==> src/include/ssgr_pkg.sv <==
// Constants, register map and carriers of the setpoint group select and ramp block.
// Assumes an APB master with 32-bit data and a single 250 MHz ref_clk.
// How it works
// Contact type codes: 0 none, 1 weight one, 2 weight two, 3 weight four.
// Active group is one plus the weights of contacts that are on.
// A group above the configured count is clipped to that count.
// Group count of one disables contact selection; types stay readable.
// Time base code 0 per second, 1 per minute, 2 per hour.
// One rate step is a tenth of one setpoint count.
// Rise and fall accept 0.1 to 999.9; zero disables that direction only.
// Rise and fall rates act only in the standard ramp style.
// Ramp restarts from process value at power-on, run, auto, autotune end.
// Remote setpoint passes straight through without ramping.
// Multi-ramp uses one slope per group for both directions; zero disables.
// Eight slopes are held; slope n serves local group n.
// Operator changes a slope only while no ramp is running; the code accepts slope writes at any time.
// Setpoint steps toward target at the rate and stops exactly on it.
// After reset types, time base, rates and slopes are all zero.
package ssgr_pkg;

  // ---------------------------------------------------------------
  // Widths
  // ---------------------------------------------------------------
  localparam int ADDR_W   = 8;
  localparam int DATA_W   = 32;
  localparam int SP_W     = 16;
  localparam int RATE_W   = 14;
  localparam int GRP_AW   = 3;
  localparam int GROUPS   = 8;
  localparam int CONTACTS = 5;
  localparam int ACC_W    = 48;

  // ---------------------------------------------------------------
  // Register offsets
  // ---------------------------------------------------------------
  localparam logic [7:0] OFS_CONTACT_TYPE  = 8'h00;
  localparam logic [7:0] OFS_CONTACT_STATE = 8'h04;
  localparam logic [7:0] OFS_GROUP_COUNT   = 8'h08;
  localparam logic [7:0] OFS_RAMP_STYLE    = 8'h0C;
  localparam logic [7:0] OFS_TIME_BASE     = 8'h10;
  localparam logic [7:0] OFS_RISE_RATE     = 8'h14;
  localparam logic [7:0] OFS_FALL_RATE     = 8'h18;
  localparam logic [7:0] OFS_OP_GROUP      = 8'h1C;
  localparam logic [7:0] OFS_STATUS        = 8'h20;
  localparam logic [7:0] OFS_WORKING_SP    = 8'h24;
  localparam logic [2:0] BLK_SLOPE         = 3'h2;
  localparam logic [2:0] BLK_LOCAL_SP      = 3'h3;

  // ---------------------------------------------------------------
  // Field codes and limits
  // ---------------------------------------------------------------
  localparam logic [1:0]  CT_NONE     = 2'h0;
  localparam logic [1:0]  CT_WEIGHT1  = 2'h1;
  localparam logic [1:0]  CT_WEIGHT2  = 2'h2;
  localparam logic [1:0]  CT_WEIGHT4  = 2'h3;
  localparam logic [4:0]  WEIGHT1     = 5'h01;
  localparam logic [4:0]  WEIGHT2     = 5'h02;
  localparam logic [4:0]  WEIGHT4     = 5'h04;
  localparam logic [1:0]  TB_SECOND   = 2'h0;
  localparam logic [1:0]  TB_MINUTE   = 2'h1;
  localparam logic [1:0]  TB_HOUR     = 2'h2;
  localparam logic [1:0]  STYLE_STD   = 2'h0;
  localparam logic [1:0]  STYLE_MULTI = 2'h1;
  localparam logic [31:0] RATE_MAX    = 32'h0000_270F;
  localparam logic [3:0]  GROUP_MIN   = 4'h1;
  localparam logic [3:0]  GROUP_MAX   = 4'h8;

  // ---------------------------------------------------------------
  // Reset values
  // ---------------------------------------------------------------
  localparam logic [9:0]  RST_CONTACT_TYPE = 10'h000;
  localparam logic [3:0]  RST_GROUP_COUNT  = 4'h1;
  localparam logic [1:0]  RST_RAMP_STYLE   = 2'h0;
  localparam logic [1:0]  RST_TIME_BASE    = 2'h0;
  localparam logic [13:0] RST_RATE         = 14'h0000;
  localparam logic [3:0]  RST_OP_GROUP     = 4'h1;

  // ---------------------------------------------------------------
  // Timing
  // ---------------------------------------------------------------
  localparam int CLK_PERIOD_NS   = 4;
  localparam int SECOND_NS       = 1_000_000_000;
  localparam int SEC_CYCLES_DFLT = SECOND_NS / CLK_PERIOD_NS;
  localparam int TENTHS          = 10;
  localparam int MINUTE_SECONDS  = 60;
  localparam int HOUR_SECONDS    = 3600;

  // ---------------------------------------------------------------
  // Carriers
  // ---------------------------------------------------------------
  typedef struct packed {
    logic run;
    logic auto_mode;
    logic autotune_end;
    logic remote_sel;
  } ssgr_mode_t;

  typedef struct packed {
    logic [9:0]  contact_type;
    logic [3:0]  group_count;
    logic [1:0]  style;
    logic [1:0]  time_base;
    logic [13:0] rise;
    logic [13:0] fall;
    logic [3:0]  op_group;
  } ssgr_cfg_t;

  typedef enum logic [1:0] {ST_INIT, ST_LOAD, ST_LOCAL, ST_REMOTE} ssgr_state_t;

endpackage

==> src/design/ssgr_top.sv <==
// Setpoint group selection and ramp generator with an APB register slave.
// Assumes mode, process value and remote setpoint come from logic on ref_clk;
// contact inputs may come from anywhere and are synchronised here.
//
// Design decisions made here: the register addresses and the APB interface to the registers.
`timescale 1ns/1ns
module ssgr_top #(
  parameter logic [47:0] SEC_CYCLES = 48'(ssgr_pkg::SEC_CYCLES_DFLT)
) (
  input  wire logic                                ref_clk,
  input  wire logic                                rst_n,
  input  wire logic                                psel,
  input  wire logic                                penable,
  input  wire logic                                pwrite,
  input  wire logic        [ssgr_pkg::ADDR_W-1:0]   paddr,
  input  wire logic        [ssgr_pkg::DATA_W-1:0]   pwdata,
  output logic             [ssgr_pkg::DATA_W-1:0]   prdata,
  output logic                                     pready,
  output logic                                     pslverr,
  input  wire logic        [ssgr_pkg::CONTACTS-1:0] contact_input,
  input  wire ssgr_pkg::ssgr_mode_t                mode,
  input  wire logic signed [ssgr_pkg::SP_W-1:0]     process_value,
  input  wire logic signed [ssgr_pkg::SP_W-1:0]     remote_setpoint,
  output logic signed      [ssgr_pkg::SP_W-1:0]     working_setpoint,
  output logic             [3:0]                   active_group,
  output logic                                     ramp_active
);

  // Hour divisor must fit the accumulator
  if (SEC_CYCLES < 48'h1 || SEC_CYCLES > 48'h0000_FFFF_FFFF)
  begin : g_bad_sec
    $error("ssgr_top: SEC_CYCLES out of range");
  end

  // ---------------------------------------------------------------
  // Declarations
  // ---------------------------------------------------------------
  localparam logic [47:0] DIV_SEC  = SEC_CYCLES * 48'(ssgr_pkg::TENTHS);
  localparam logic [47:0] DIV_MIN  = DIV_SEC * 48'(ssgr_pkg::MINUTE_SECONDS);
  localparam logic [47:0] DIV_HOUR = DIV_SEC * 48'(ssgr_pkg::HOUR_SECONDS);

  ssgr_pkg::ssgr_cfg_t           cfg;
  ssgr_pkg::ssgr_cfg_t           next_cfg;
  ssgr_pkg::ssgr_state_t         state;
  ssgr_pkg::ssgr_state_t         next_state;
  logic [ssgr_pkg::CONTACTS-1:0] contact_meta;
  logic [ssgr_pkg::CONTACTS-1:0] contact_sync;
  logic                          ack;
  logic                          next_ack;
  logic [31:0]                   next_prdata;
  logic                          next_pslverr;
  logic [3:0]                    next_active_group;
  logic signed [15:0]            next_working_sp;
  logic                          next_ramp_active;
  logic [47:0]                   acc;
  logic [47:0]                   next_acc;
  logic [47:0]                   acc_sum;
  logic [47:0]                   divisor;
  logic                          run_q;
  logic                          auto_q;
  logic                          restart;
  logic                          access;
  logic                          wr_commit;
  logic                          mapped;
  logic                          wr_slope;
  logic                          wr_spt;
  logic [13:0]                   slope_rd;
  logic [13:0]                   slope_bus;
  logic [15:0]                   spt_rd;
  logic [15:0]                   spt_bus;
  logic signed [15:0]            target;
  logic [13:0]                   up_rate;
  logic [13:0]                   down_rate;
  logic                          ramp_possible;
  logic [4:0]                    sel_sum;
  logic [4:0]                    grp_raw;
  logic                          any_sel;
  logic [1:0]                    ct;
  logic [2:0]                    grp_idx;

  // ---------------------------------------------------------------
  // Contact synchroniser
  // ---------------------------------------------------------------
  always_ff @(posedge ref_clk or negedge rst_n)
  begin
    if (!rst_n)
    begin
      contact_meta <= '0;
      contact_sync <= '0;
    end
    else
    begin
      contact_meta <= contact_input;
      contact_sync <= contact_meta;
    end
  end

  // ---------------------------------------------------------------
  // APB slave
  // ---------------------------------------------------------------
  // Two access cycles: the first captures read data into a register
  assign access    = psel && penable;
  assign wr_commit = access && ack && pwrite;
  assign wr_slope  = wr_commit && paddr[7:5] == ssgr_pkg::BLK_SLOPE && paddr[1:0] == 2'h0
                     && pwdata <= ssgr_pkg::RATE_MAX;
  assign wr_spt    = wr_commit && paddr[7:5] == ssgr_pkg::BLK_LOCAL_SP && paddr[1:0] == 2'h0;
  assign grp_idx   = 3'(active_group - 4'h1);

  always_comb
  begin
    next_ack     = access && !ack;
    next_prdata  = prdata;
    next_pslverr = pslverr;
    mapped       = 1'b1;
    next_cfg     = cfg;
    case (paddr)
      ssgr_pkg::OFS_CONTACT_TYPE:  next_prdata = {22'h0, cfg.contact_type};
      ssgr_pkg::OFS_CONTACT_STATE: next_prdata = {27'h0, contact_sync};
      ssgr_pkg::OFS_GROUP_COUNT:   next_prdata = {28'h0, cfg.group_count};
      ssgr_pkg::OFS_RAMP_STYLE:    next_prdata = {30'h0, cfg.style};
      ssgr_pkg::OFS_TIME_BASE:     next_prdata = {30'h0, cfg.time_base};
      ssgr_pkg::OFS_RISE_RATE:     next_prdata = {18'h0, cfg.rise};
      ssgr_pkg::OFS_FALL_RATE:     next_prdata = {18'h0, cfg.fall};
      ssgr_pkg::OFS_OP_GROUP:      next_prdata = {28'h0, cfg.op_group};
      ssgr_pkg::OFS_STATUS:
        next_prdata = {26'h0, ramp_active, state == ssgr_pkg::ST_REMOTE, active_group};
      ssgr_pkg::OFS_WORKING_SP:    next_prdata = {16'h0, working_setpoint};
      default:
      begin
        if (paddr[1:0] == 2'h0 && paddr[7:5] == ssgr_pkg::BLK_SLOPE)
        begin
          next_prdata = {18'h0, slope_bus};
        end
        else if (paddr[1:0] == 2'h0 && paddr[7:5] == ssgr_pkg::BLK_LOCAL_SP)
        begin
          next_prdata = {16'h0, spt_bus};
        end
        else
        begin
          next_prdata = 32'h0000_0000;
          mapped      = 1'b0;
        end
      end
    endcase
    if (access && !ack)
    begin
      next_pslverr = !mapped;
      if (pwrite)
      begin
        next_prdata = 32'h0000_0000;
      end
    end
    else
    begin
      next_prdata  = prdata;
    end
    // Out-of-range values are dropped, except the contact types and ramp style, which take their low 10 and 2 bits unchecked
    if (wr_commit)
    begin
      case (paddr)
        ssgr_pkg::OFS_CONTACT_TYPE: next_cfg.contact_type = pwdata[9:0];
        ssgr_pkg::OFS_GROUP_COUNT:
        begin
          if (pwdata >= 32'(ssgr_pkg::GROUP_MIN) && pwdata <= 32'(ssgr_pkg::GROUP_MAX))
          begin
            next_cfg.group_count = pwdata[3:0];
          end
        end
        ssgr_pkg::OFS_RAMP_STYLE: next_cfg.style = pwdata[1:0];
        ssgr_pkg::OFS_TIME_BASE:
        begin
          if (pwdata <= 32'(ssgr_pkg::TB_HOUR))
          begin
            next_cfg.time_base = pwdata[1:0];
          end
        end
        ssgr_pkg::OFS_RISE_RATE:
        begin
          if (pwdata <= ssgr_pkg::RATE_MAX)
          begin
            next_cfg.rise = pwdata[13:0];
          end
        end
        ssgr_pkg::OFS_FALL_RATE:
        begin
          if (pwdata <= ssgr_pkg::RATE_MAX)
          begin
            next_cfg.fall = pwdata[13:0];
          end
        end
        ssgr_pkg::OFS_OP_GROUP:
        begin
          if (pwdata >= 32'(ssgr_pkg::GROUP_MIN) && pwdata <= 32'(ssgr_pkg::GROUP_MAX))
          begin
            next_cfg.op_group = pwdata[3:0];
          end
        end
        default: next_cfg = cfg;
      endcase
    end
  end

  // ---------------------------------------------------------------
  // Slope and local setpoint stores
  // ---------------------------------------------------------------
  ssgr_word_mem #(
    .WIDTH (ssgr_pkg::RATE_W),
    .DEPTH (ssgr_pkg::GROUPS),
    .AW    (ssgr_pkg::GRP_AW)
  ) u_slope_mem (
    .ref_clk   (ref_clk),
    .rst_n     (rst_n),
    .wr_en     (wr_slope),
    .wr_addr   (paddr[4:2]),
    .wr_data   (pwdata[13:0]),
    .rd_addr_a (grp_idx),
    .rd_data_a (slope_rd),
    .rd_addr_b (paddr[4:2]),
    .rd_data_b (slope_bus)
  );

  ssgr_word_mem #(
    .WIDTH (ssgr_pkg::SP_W),
    .DEPTH (ssgr_pkg::GROUPS),
    .AW    (ssgr_pkg::GRP_AW)
  ) u_spt_mem (
    .ref_clk   (ref_clk),
    .rst_n     (rst_n),
    .wr_en     (wr_spt),
    .wr_addr   (paddr[4:2]),
    .wr_data   (pwdata[15:0]),
    .rd_addr_a (grp_idx),
    .rd_data_a (spt_rd),
    .rd_addr_b (paddr[4:2]),
    .rd_data_b (spt_bus)
  );

  assign target = $signed(spt_rd);

  // ---------------------------------------------------------------
  // Group selection
  // ---------------------------------------------------------------
  always_comb
  begin
    sel_sum = 5'h00;
    any_sel = 1'b0;
    ct      = ssgr_pkg::CT_NONE;
    for (int i = 0; i < ssgr_pkg::CONTACTS; i++)
    begin
      ct = cfg.contact_type[2*i +: 2];
      if (ct != ssgr_pkg::CT_NONE)
      begin
        any_sel = 1'b1;
      end
      if (contact_sync[i])
      begin
        case (ct)
          ssgr_pkg::CT_WEIGHT1: sel_sum = sel_sum + ssgr_pkg::WEIGHT1;
          ssgr_pkg::CT_WEIGHT2: sel_sum = sel_sum + ssgr_pkg::WEIGHT2;
          ssgr_pkg::CT_WEIGHT4: sel_sum = sel_sum + ssgr_pkg::WEIGHT4;
          default:              sel_sum = sel_sum;
        endcase
      end
    end
    // Without any selecting contact the operator group number applies
    grp_raw = any_sel ? 5'(sel_sum + 5'h01) : {1'b0, cfg.op_group};
    if (grp_raw > {1'b0, cfg.group_count})
    begin
      grp_raw = {1'b0, cfg.group_count};
    end
    if (cfg.group_count == ssgr_pkg::GROUP_MIN)
    begin
      grp_raw = {1'b0, ssgr_pkg::GROUP_MIN};
    end
    next_active_group = grp_raw[3:0];
  end

  // ---------------------------------------------------------------
  // Ramp engine
  // ---------------------------------------------------------------
  always_comb
  begin
    case (cfg.style)
      ssgr_pkg::STYLE_STD:
      begin
        up_rate   = cfg.rise;
        down_rate = cfg.fall;
      end
      ssgr_pkg::STYLE_MULTI:
      begin
        up_rate   = slope_rd;
        down_rate = slope_rd;
      end
      default:
      begin
        up_rate   = 14'h0000;
        down_rate = 14'h0000;
      end
    endcase
    case (cfg.time_base)
      ssgr_pkg::TB_MINUTE: divisor = DIV_MIN;
      ssgr_pkg::TB_HOUR:   divisor = DIV_HOUR;
      default:             divisor = DIV_SEC;
    endcase
  end

  // Simultaneous run and auto rise is not a listed restart
  assign ramp_possible = up_rate != 14'h0000 || down_rate != 14'h0000;
  assign restart = (mode.run && !run_q && mode.auto_mode && auto_q)
                || (mode.auto_mode && !auto_q && mode.run && run_q)
                || mode.autotune_end;

  always_comb
  begin
    next_state       = state;
    next_working_sp  = working_setpoint;
    next_acc         = acc;
    acc_sum          = 48'h0;
    next_ramp_active = 1'b0;
    case (state)
      ssgr_pkg::ST_INIT: next_state = ssgr_pkg::ST_LOAD; // Wait for store read
      ssgr_pkg::ST_LOAD:
      begin
        next_state      = ssgr_pkg::ST_LOCAL;
        next_working_sp = ramp_possible ? process_value : target;
        next_acc        = 48'h0;
      end
      ssgr_pkg::ST_LOCAL:
      begin
        if (mode.remote_sel)
        begin
          next_state      = ssgr_pkg::ST_REMOTE;
          next_working_sp = remote_setpoint;
          next_acc        = 48'h0;
        end
        else if (restart && ramp_possible)
        begin
          next_working_sp = process_value;
          next_acc        = 48'h0;
        end
        else if (target > working_setpoint)
        begin
          acc_sum = acc + 48'(up_rate);
          if (up_rate == 14'h0000)
          begin
            next_working_sp = target;
            next_acc        = 48'h0;
          end
          else if (acc_sum >= divisor)
          begin
            next_working_sp  = 16'(working_setpoint + 16'sh0001);
            next_acc         = acc_sum - divisor;
            next_ramp_active = 1'b1;
          end
          else
          begin
            next_acc         = acc_sum;
            next_ramp_active = 1'b1;
          end
        end
        else if (target < working_setpoint)
        begin
          acc_sum = acc + 48'(down_rate);
          if (down_rate == 14'h0000)
          begin
            next_working_sp = target;
            next_acc        = 48'h0;
          end
          else if (acc_sum >= divisor)
          begin
            next_working_sp  = 16'(working_setpoint - 16'sh0001);
            next_acc         = acc_sum - divisor;
            next_ramp_active = 1'b1;
          end
          else
          begin
            next_acc         = acc_sum;
            next_ramp_active = 1'b1;
          end
        end
        else
        begin
          next_acc = 48'h0;
        end
      end
      ssgr_pkg::ST_REMOTE:
      begin
        next_working_sp = remote_setpoint;
        next_acc        = 48'h0;
        if (!mode.remote_sel)
        begin
          next_state = ssgr_pkg::ST_LOCAL;
        end
      end
      default: next_state = ssgr_pkg::ST_INIT;
    endcase
  end

  // ---------------------------------------------------------------
  // State registers
  // ---------------------------------------------------------------
  always_ff @(posedge ref_clk or negedge rst_n)
  begin
    if (!rst_n)
    begin
      cfg.contact_type <= ssgr_pkg::RST_CONTACT_TYPE;
      cfg.group_count  <= ssgr_pkg::RST_GROUP_COUNT;
      cfg.style        <= ssgr_pkg::RST_RAMP_STYLE;
      cfg.time_base    <= ssgr_pkg::RST_TIME_BASE;
      cfg.rise         <= ssgr_pkg::RST_RATE;
      cfg.fall         <= ssgr_pkg::RST_RATE;
      cfg.op_group     <= ssgr_pkg::RST_OP_GROUP;
      state            <= ssgr_pkg::ST_INIT;
      ack              <= 1'b0;
      prdata           <= 32'h0000_0000;
      pslverr          <= 1'b0;
      active_group     <= ssgr_pkg::RST_OP_GROUP;
      working_setpoint <= 16'sh0000;
      ramp_active      <= 1'b0;
      acc              <= 48'h0;
      run_q            <= 1'b0;
      auto_q           <= 1'b0;
    end
    else
    begin
      cfg              <= next_cfg;
      state            <= next_state;
      ack              <= next_ack;
      prdata           <= next_prdata;
      pslverr          <= next_pslverr;
      active_group     <= next_active_group;
      working_setpoint <= next_working_sp;
      ramp_active      <= next_ramp_active;
      acc              <= next_acc;
      run_q            <= mode.run;
      auto_q           <= mode.auto_mode;
    end
  end

  assign pready = ack;

endmodule

==> src/design/ssgr_word_mem.sv <==
// Small word memory with one write port and two registered read ports.
// Assumes DEPTH fills the address space and all ports share ref_clk.
`timescale 1ns/1ns
module ssgr_word_mem #(
  parameter int WIDTH = 16,
  parameter int DEPTH = 8,
  parameter int AW    = 3
) (
  input  wire logic             ref_clk,
  input  wire logic             rst_n,
  input  wire logic             wr_en,
  input  wire logic [AW-1:0]    wr_addr,
  input  wire logic [WIDTH-1:0] wr_data,
  input  wire logic [AW-1:0]    rd_addr_a,
  output logic      [WIDTH-1:0] rd_data_a,
  input  wire logic [AW-1:0]    rd_addr_b,
  output logic      [WIDTH-1:0] rd_data_b
);

  // ---------------------------------------------------------------
  // Storage
  // ---------------------------------------------------------------
  logic [WIDTH-1:0] mem      [DEPTH];
  logic [WIDTH-1:0] next_mem [DEPTH];
  logic [WIDTH-1:0] next_rd_a;
  logic [WIDTH-1:0] next_rd_b;

  // Partial depth would let an address read past the array
  if (DEPTH != (1 << AW) || WIDTH < 1)
  begin : g_bad_shape
    $error("ssgr_word_mem: DEPTH must equal 2**AW");
  end

  always_comb
  begin
    for (int i = 0; i < DEPTH; i++)
    begin
      next_mem[i] = mem[i];
    end
    if (wr_en)
    begin
      next_mem[wr_addr] = wr_data;
    end
    next_rd_a = mem[rd_addr_a];
    next_rd_b = mem[rd_addr_b];
  end

  always_ff @(posedge ref_clk or negedge rst_n)
  begin
    if (!rst_n)
    begin
      for (int i = 0; i < DEPTH; i++)
      begin
        mem[i] <= '0;
      end
      rd_data_a <= '0;
      rd_data_b <= '0;
    end
    else
    begin
      for (int i = 0; i < DEPTH; i++)
      begin
        mem[i] <= next_mem[i];
      end
      rd_data_a <= next_rd_a;
      rd_data_b <= next_rd_b;
    end
  end

endmodule

==> config.mk <==
export PLATFORM = sky130hd
export DESIGN_NAME = ssgr_top
export DESIGN_NICKNAME = d
export VERILOG_FILES = /design/src/include/ssgr_pkg.sv /design/src/design/ssgr_top.sv /design/src/design/ssgr_word_mem.sv
export SDC_FILE = /design/constraint.sdc
export NUM_CORES = 1
export LEC_CHECK = 0
export BUFFER_PORTS_ARGS = -buffer_cell sky130_fd_sc_hd__buf_2
export CELL_PAD_IN_SITES_DETAIL_PLACEMENT = 1
export CELL_PAD_IN_SITES_GLOBAL_PLACEMENT = 1
export CORE_ASPECT_RATIO = 0.6
export CORE_MARGIN = 5
export CORE_UTILIZATION = 54
export DETAILED_ROUTE_END_ITERATION = 6
export PLACE_DENSITY = 0.85
export SYNTH_ARGS = -nofsm -noshare
export SYNTH_HDL_FRONTEND = slang
export SYNTH_SLANG_ARGS = --single-unit
==> constraint.sdc <==
create_clock -name ref_clk -period 16.5 [get_ports ref_clk]
set_clock_uncertainty 0.05 [all_clocks]
set_input_delay 0 -clock ref_clk [delete_from_list [all_inputs] [get_ports ref_clk]]
set_output_delay 0 -clock ref_clk [all_outputs]
set_load 0.01 [all_outputs]
# Yosys cells after proc, flatten, opt, wreduce, memory -nomap -nowiden
# Index checks and enable logic that the tools add are counted.
# op_classes
addsub	20
n_lt_le_gt_ge	12
n_eq_ne	38
mux	75
bitwise_logic	2
n_reduce_logical	53
# ops
cell	n
$mux W48	8
$mux W16	16
$pmux W16 S10	1
$bwmux W128	1
$bwmux W112	1
$add A48 B14 Y48	2
$bmux W16 S3	2
$ge A48 B48 Y1	2
$pmux W48 S2	1
$sub A48 B48 Y48	2
$pmux W44 S2	1
$bmux W14 S3	2
$mux W14	5
$pmux W5 S3	4
$pmux W14 S2	2
$demux W16 S3	1
$pmux W16 S3	1
$demux W14 S3	1
$eq A8 B5 Y1 const B	4
$ge A32 B1 Y1 const B	1
$le A32 B14 Y1 const B	1
$le A32 B2 Y1 const B	1
$le A32 B4 Y1 const B	1
$mux W32	1
43 further kinds	138
# totals
register_bits	467
out_inout_bits	55
elab_cells	239

# Depth between registers and ports, before layout
# Gate-level depths: netlist (run 1).
# depth
ltp_word	20
depth_mapped	33
mapped_depth_nobuf	31

# Hierarchy
# From an unflattened synthesis (run 1), not the netlist that was laid out.
# unflattened
cells_unflattened	3035
hier_area_um2	32172.1
# modules_own_cells
mod	n_inst	cells_per_inst	area_per_inst_um2	seq_area_each_um2
ssgr_top	1	2241	17526.8	3782.4
ssgr_word_mem (u_spt_mem)	1	425	7798.7	4003.8
ssgr_word_mem (u_slope_mem)	1	369	6846.6	3503.4

# Worst setup path before layout (run 1)
# OpenSTA, ideal clock, no wires.
# synth_path
kind	flip-flop to flip-flop
startpoint	register cfg[34] (netlist bit)
endpoint	register working_setpoint[12] (netlist bit)
arrival_time_ns	6.776
required_ns	16.325
path_slack_ns	9.550
path_stages_with_launch	32
synth_period_minus_slack_ns	6.950
path_cell_list	dfrtp_1 -> buf_2 -> buf_2 -> clkbuf_1 -> clkbuf_1 -> nand2b_1 -> a21oi_1 -> ha_1 -> fa_1 -> a21o_1 -> a21oi_2 -> o211ai_1 -> a2111o_1 -> a31o_2 -> nand2b_1 -> or3_1 -> nor2_1 -> xor2_1 -> ha_1 -> nand2_1 -> nor2_1 -> nand2_1 -> or3_1 -> a311oi_2 -> a211oi_1 -> or4b_4 -> a2111oi_2 -> or4_1 -> buf_4 -> nor2_4 -> nor3_4 -> mux2_2
# synth_via
elab_chain_cells	9
elab_cells_between_ends	26
classes_between	2 x add/sub; 2 x order compare; 4 x eq/ne; 10 x mux; 8 x reduce/logical
# synth_lines
element	line_no	rtl
from (decl)	ssgr_top.sv:42	ssgr_pkg::ssgr_cfg_t cfg;
from (signal assigned)	ssgr_top.sv:426	cfg <= next_cfg;
branches (longest 9 deep; another with $add A48 B14 Y48)	n/a	
to (signal assigned)	ssgr_top.sv:432	working_setpoint <= next_working_sp;
to (decl)	ssgr_top.sv:24	output logic signed [ssgr_pkg::SP_W-1:0] working_setpoint,
# Several ways; the timed one is not identified. The select of a mux whose other input is x is not followed.
# A chain may end at the register's enable or synchronous reset.

# Final worst setup path (run 1)
# layout_path
startpoint	register cfg[35] (netlist bit)
endpoint	register working_setpoint[11] (netlist bit)
# The elaborated chain is that of the path after synthesis.

==> results.toml, run 1 <==
[finish]
drive_above_1_share_pct = 24.11
final_cells = 3979
final_common_cell = "dfrtp_1"
fill_cells = 6223
postLayoutCoreUtil_pct = 60.38
fin_nets = 3378
final_cell_mix = "448 x dfrtp_1, 365 x mux2_2, 235 x nand2_1"
syn2layout_area_growth_pct = 9.895

[placed_design]
dp_cells = 3838
port_buffers = 124
place.gp.congestion = 0.9698
dp_hpwl_mm = 91.34

[clock_tree]
post_cts_buffers = 0
ctsResizeCount = 0
cts-buffers-inserted = 45
clk_latency_ns = 0.62
cts_tree = "built"
hold_buffers = 56
cts_sinks = 451
clk_pin_slew_ns = 0.07
htreeDepth = 2
root_buffer = "clkbuf_16"
clockBufferDepth = 3

[sta]
slew-limit-headroom_pct = 14.92
max_freq_ghz = 0.1083
slew_viol_final = 0
worstMarginPinSlew_ns = 1.260
setup_viol = 0
min_period_ns = 9.234
finalHoldViolations = 0
rsz0062_at_grt = "false"
holdWs_ns = 0.003817
period_share_pct = 55.96
tns_ns = 0

[worst_setup_path]
crit_arrival_ns = 9.70
r2r_slack_ns = 7.27
r2r-end = "working_setpoint[11]"
cp-start-kind = "register"
worstPathRequired_ns = 16.96
critPathKind = "register to register"
reg2regPathDepth = 28
cpPeakStageDelay_ns = 1.04
worstPathMaxFanout = 32
cp-end-kind = "register"
crit-reg2reg-launch = "cfg[35]"
slowest_stage = "nor3_4"

[logic_synthesis]
ys_seq_elements = 451
synth_warnings = 0
synth_edf_count = 0
synth_ff_type = "dfrtp_1"
syn_area_um2 = 31790
synth_cell_types = 103
async_reset_ff_share_pct = 100.0
postSynthAreaPerCell_um2 = 10.24
synth_cells = 3103
ys_seq_area_share_pct = 35.51

[min_path]
worstHoldStart = "mode[3]"
whs_endpoint = "run_q"
min_path_type = "primary input to register"
whs_path_depth = 2

[global_routing]
grt_pass1_vias = 30030
grtUsageTotal_pct = 40.63
overflow = 0
grt_antenna_before_repair = 9
grt_pass1_wl_mm = 197.4
grt_max_degree = 138

[run]
drv_cap = 0

[detailed_routing]
wire_per_inst_um = 33.22
met1_length_mm = 53.13
highest_layer = "met5"
wl_met2_mm = 55.36
drt_iter0_drc = 3682
finalWirelength_mm = 132.2
dr_wl_met3_mm = 17.27
vias = 28880
viasPerCell = 7.258
drt_first_pass_iters = 6
drc = 0
ant_nets = 0

[outcome]
outcome = "complete, no violations"

[pwr]
peakVddDrop_mv = 0.07387
total_power_uw = 2423
pwr_density_cell_nw_per_um2 = 69.35
power.leakage_uw = 0.01626

[floorplan]
die_h_um = 197.9
pin_count = 141
die_area_um2 = 63980
rows = 68
die_w_um = 323.2
coreArea_um2 = 57860
start_util_pct = 54.95
[final cells by class]
cell class,instances,area [um^2],share of cell area (%)
antenna,7,17.52,0.05014
clock buffer,60,1222,3.499
clock inverter,18,247.7,0.7091
inverter,84,315.3,0.9025
multi-input combinational,2365,19350,55.39
sequential,451,11290,32.33
tap,770,963.4,2.758
timing repair buffer,224,1524,4.362
[critical path, delay by kind of cell, from the launching register on]
family	cells	cell delay [ns]
flip-flops	1	1.02
AND/OR/NAND/NOR	11	3.17
adder cells (fa/ha/maj)	3	1.08
AO/OA/AOI/OAI	11	2.54
XOR/XNOR	1	0.15
buffers and inverters	2	1.10
[report_power, final]
part           total [uW]  switching (uW)  internal, uW
sequential           1140            24.7          1110
combinational         184             123          61.3
clock                1100             509           591
total                2420             657          1770
[state kept, by name (all words and copies together) (netlist names), 4 cells and up]
name and cells:
prdata 16, u_spt_mem.rd_data_b 16, contact_sync 5, working_setpoint 16, u_spt_mem.rd_data_a 16, u_slope_mem.mem 112, u_slope_mem.rd_data_a 14, acc 48
contact_meta 5, active_group 4, cfg 50, u_spt_mem.mem 128, u_slope_mem.rd_data_b 14
[cell usage after synthesis (23+ instances only)]
cell,instances,area (um^2)
nand2b_1,50,312.8
nand2_1,235,882.1
nand3_1,84,420.4
o211ai_1,24,180.2
mux2i_1,52,520.5
a211oi_1,31,232.7
clkbuf_1,148,555.5
nor2b_1,26,162.7
buf_1,23,86.33
nor3_1,57,285.3
mux4_2,120,2703
a21o_1,57,427.9
and3_1,37,231.5
o21ai_0,119,595.6
nor4_1,30,187.7
a22oi_1,25,187.7
xor2_1,70,613.1
a21oi_1,152,760.7
nand4_1,34,212.7
ha_1,119,1489
dfrtp_1,448,11210
xnor2_1,107,937.2
inv_1,81,304.0
mux2_2,365,4110
o22ai_1,23,143.9
nor2_1,167,626.9
[cells by family (layout without fill, tap and decap cells)]
family,count (synthesis),after routing,synth area share (%)
compound gates,669,669,14.22
flops,451,451,35.51
buf+inv,302,386,3.928
fa+ha+maj,121,121,4.810
other cells,1,23,0.01180
xor+xnor,177,177,4.877
simple gates,845,845,13.57
mux,537,537,23.07
[how the worst max path moves through the flow]
stage / slack, ns / from / depth (start not counted) / end
floorplan: 9.55 / cfg[34] / 31 / working_setpoint[12]
global placement: 8.13 / cfg[35] / 26 / working_setpoint[7]
detailed placement: 7.95 / cfg[35] / 26 / working_setpoint[3]
CTS: 7.42 / cfg[35] / 28 / working_setpoint[11]
global route: 6.86 / cfg[35] / 28 / working_setpoint[11]
finish: 7.27 / cfg[35] / 28 / working_setpoint[11]
[metal layers]
metal  GRT usage, %  vias up
met5              0        -
met2          59.42     2072
li1               -    11700
met1          56.75    14640
met4          16.31       10
met3          12.45      462
[stage by stage]
step | setup WS (ns) | instance area [um^2]
final | 7.266 | 34930
after global routing | 6.856 | 34920
after CTS | 7.425 | 34920
after detailed placement | 7.951 | 32890
after global placement | 8.133 | 32890
after floorplan | 9.550 | 31850
No activity file was read; power rests on OpenSTA's default activity.
==> run 2, diff against run 1 <==
- CORE_UTILIZATION: 54 -> 50
- PLACE_DENSITY: 0.85 -> 0.79
- clock period: 16.5 -> 9 ns (I/O delays scaled with it)
==> run 2 against run 1 <==
Effect of this change: global-route usage is 4.5 points lower; clock-buffer cell count rose by 9; wire length down 4.4%; maximum frequency up 6.5%; largest power group is now the clock network.
==> results.toml, run 2 (synthesis results as in run 1) <==
[outcome]
outcome = "complete, no violations"

[worst_setup_path]
cp-start-kind = "register"
critPathLaunch = "cfg[34]"
crit_end = "working_setpoint[0]"
r2r-end = "working_setpoint[0]"
cpPeakStageDelay_ns = 0.81
cpMostUsedCell = "nor2_1"
reg2regPathDepth = 29
worstPathMaxFanout = 29
crit-reg2reg-launch = "cfg[34]"
r2r_slack_ns = 0.33
slowest_stage = "dfrtp_1"
crit_arrival_ns = 9.12
worstPathRequired_ns = 9.45
cp-end-kind = "register"
critPathKind = "register to register"

[clock_tree]
root_buffer = "clkbuf_16"
clk_latency_ns = 0.63
htreeDepth = 2
clockBufferDepth = 3
cts_tree = "built"
cts_sinks = 451
post_cts_buffers = 0
clk_pin_slew_ns = 0.07
cts-buffers-inserted = 46

[floorplan]
rows = 71
pin_count = 141
start_util_pct = 50.61
coreArea_um2 = 62810
die_h_um = 205.3
die_area_um2 = 68890
die_w_um = 335.5

[finish]
fill_cells = 6782
fin_nets = 3407
multiInputGateArea_um2 = 19350
largest_reg_flops = 128
final_cell_mix = "448 x dfrtp_1, 365 x mux2_2, 235 x nand2_1"
drive_above_1_share_pct = 24.53
final_common_cell = "dfrtp_1"
top_register = "u_spt_mem.mem"
ff_latch_area_um2 = 11290
syn2layout_area_growth_pct = 11.53
reg_top3 = "u_spt_mem.mem: 128 flops, u_slope_mem.mem: 112 flops, cfg: 50 flops"

[global_routing]
grt_antenna_before_repair = 10
grtUsageTotal_pct = 36.09
grt_pass1_vias = 29370
grt_pass1_wl_mm = 189.5
grt_max_degree = 90
overflow = 0

[detailed_routing]
viasPerCell = 6.934
wire_per_inst_um = 30.97
drt_iter0_drc = 3319
drc = 0
drt_first_pass_iters = 7
finalWirelength_mm = 126.4
vias = 28300
ant_nets = 0

[pwr]
peakVddDrop_mv = 0.1436
total_power_uw = 4546
power.leakage_uw = 0.01647
pwr_density_cell_nw_per_um2 = 128.2

[sta]
period_share_pct = 96.34
setup_viol = 0
rsz0062_at_grt = "false"
slew_viol_final = 0
finalHoldViolations = 0
worstMarginPinSlew_ns = 1.216
max_freq_ghz = 0.1153
min_period_ns = 8.670
slew-limit-headroom_pct = 16.62
tns_ns = 0

[placed_design]
place.gp.congestion = 1.010
dp_hpwl_mm = 90.00
port_buffers = 124

[run]
drv_cap = 0

[min_path]
min_path_type = "primary input to register"
run 2: metal layers:
metal | vias to the layer above | global-route usage [%] | wire length, um
li1 | 11750 | - | -
met1 | 14670 | 52.53 | 54940
met2 | 1606 | 52.00 | 53000
met3 | 264 | 10.86 | 14530
met4 | 10 | 11.02 | 3867
met5 | - | 0 | 72
run 2: cell type report:
cell class,count,area share [%]
diodes,6,0.04235
repair buffers,252,5.075
well taps,839,2.961
flip-flops and latches,451,31.85
clock buffers,69,3.974
inverters,84,0.8893
clock inverters,16,0.6246
multi-input cells,2365,54.58
run 2: through the flow:
| stage | hold WS [ns] | instance area [um^2] | utilization, % | std cells | setup slack, ns |
|---|---|---|---|---|---|
| after CTS | 0.01971 | 35440 | 56.43 | 4076 | 0.4714 |
| after global placement | 0.003843 | 33040 | 52.61 | 3916 | 1.345 |
| final | 0.03491 | 35460 | 56.45 | 4082 | 0.3297 |
| after floorplan | -0.3456 | 31850 | - | 3118 | 2.050 |
| after detailed placement | 0.01925 | 33040 | 52.61 | 3916 | 0.9961 |
| after global routing | 0.02931 | 35440 | 56.43 | 4076 | 0.02138 |
run 2: critical path: cells and delay by family (launching register included):
| kind | cells | cell delay [ns] |
|---|---|---|
| AOI/OAI and AO/OA | 10 | 2.52 |
| xor gates and xnor gates | 1 | 0.15 |
| adders and majority gates | 3 | 1.02 |
| buffers and inverters | 2 | 0.89 |
| DFF | 1 | 0.81 |
| and+or+nand+nor | 13 | 3.10 |
run 2: report_power, final:
part | internal (uW) | switching [uW]
clock | 1180 | 942
combinational | 120 | 221
sequential | 2040 | 40.7
run 2: worst min path at each step:
stage / from / endpoint / slack [ns] / depth (start not counted)
final: paddr[7] / pslverr / 0.03 / 4
after floorplan: rst_n / acc[0] / -0.35 / 0
after global routing: paddr[7] / pslverr / 0.03 / 4
after detailed placement: rst_n / u_slope_mem.mem[94] / 0.02 / 1
after global placement: rst_n / u_slope_mem.mem[38] / 0.004 / 1
after CTS: paddr[7] / pslverr / 0.02 / 4
run 2: what timing repair did:
action / in CTS / in global routing
endpoints found under the setup margin: 0 / 8
resized for setup: 0 / 1
hold buffers: 75 / 0
endpoints found under the hold margin: 385 / 0
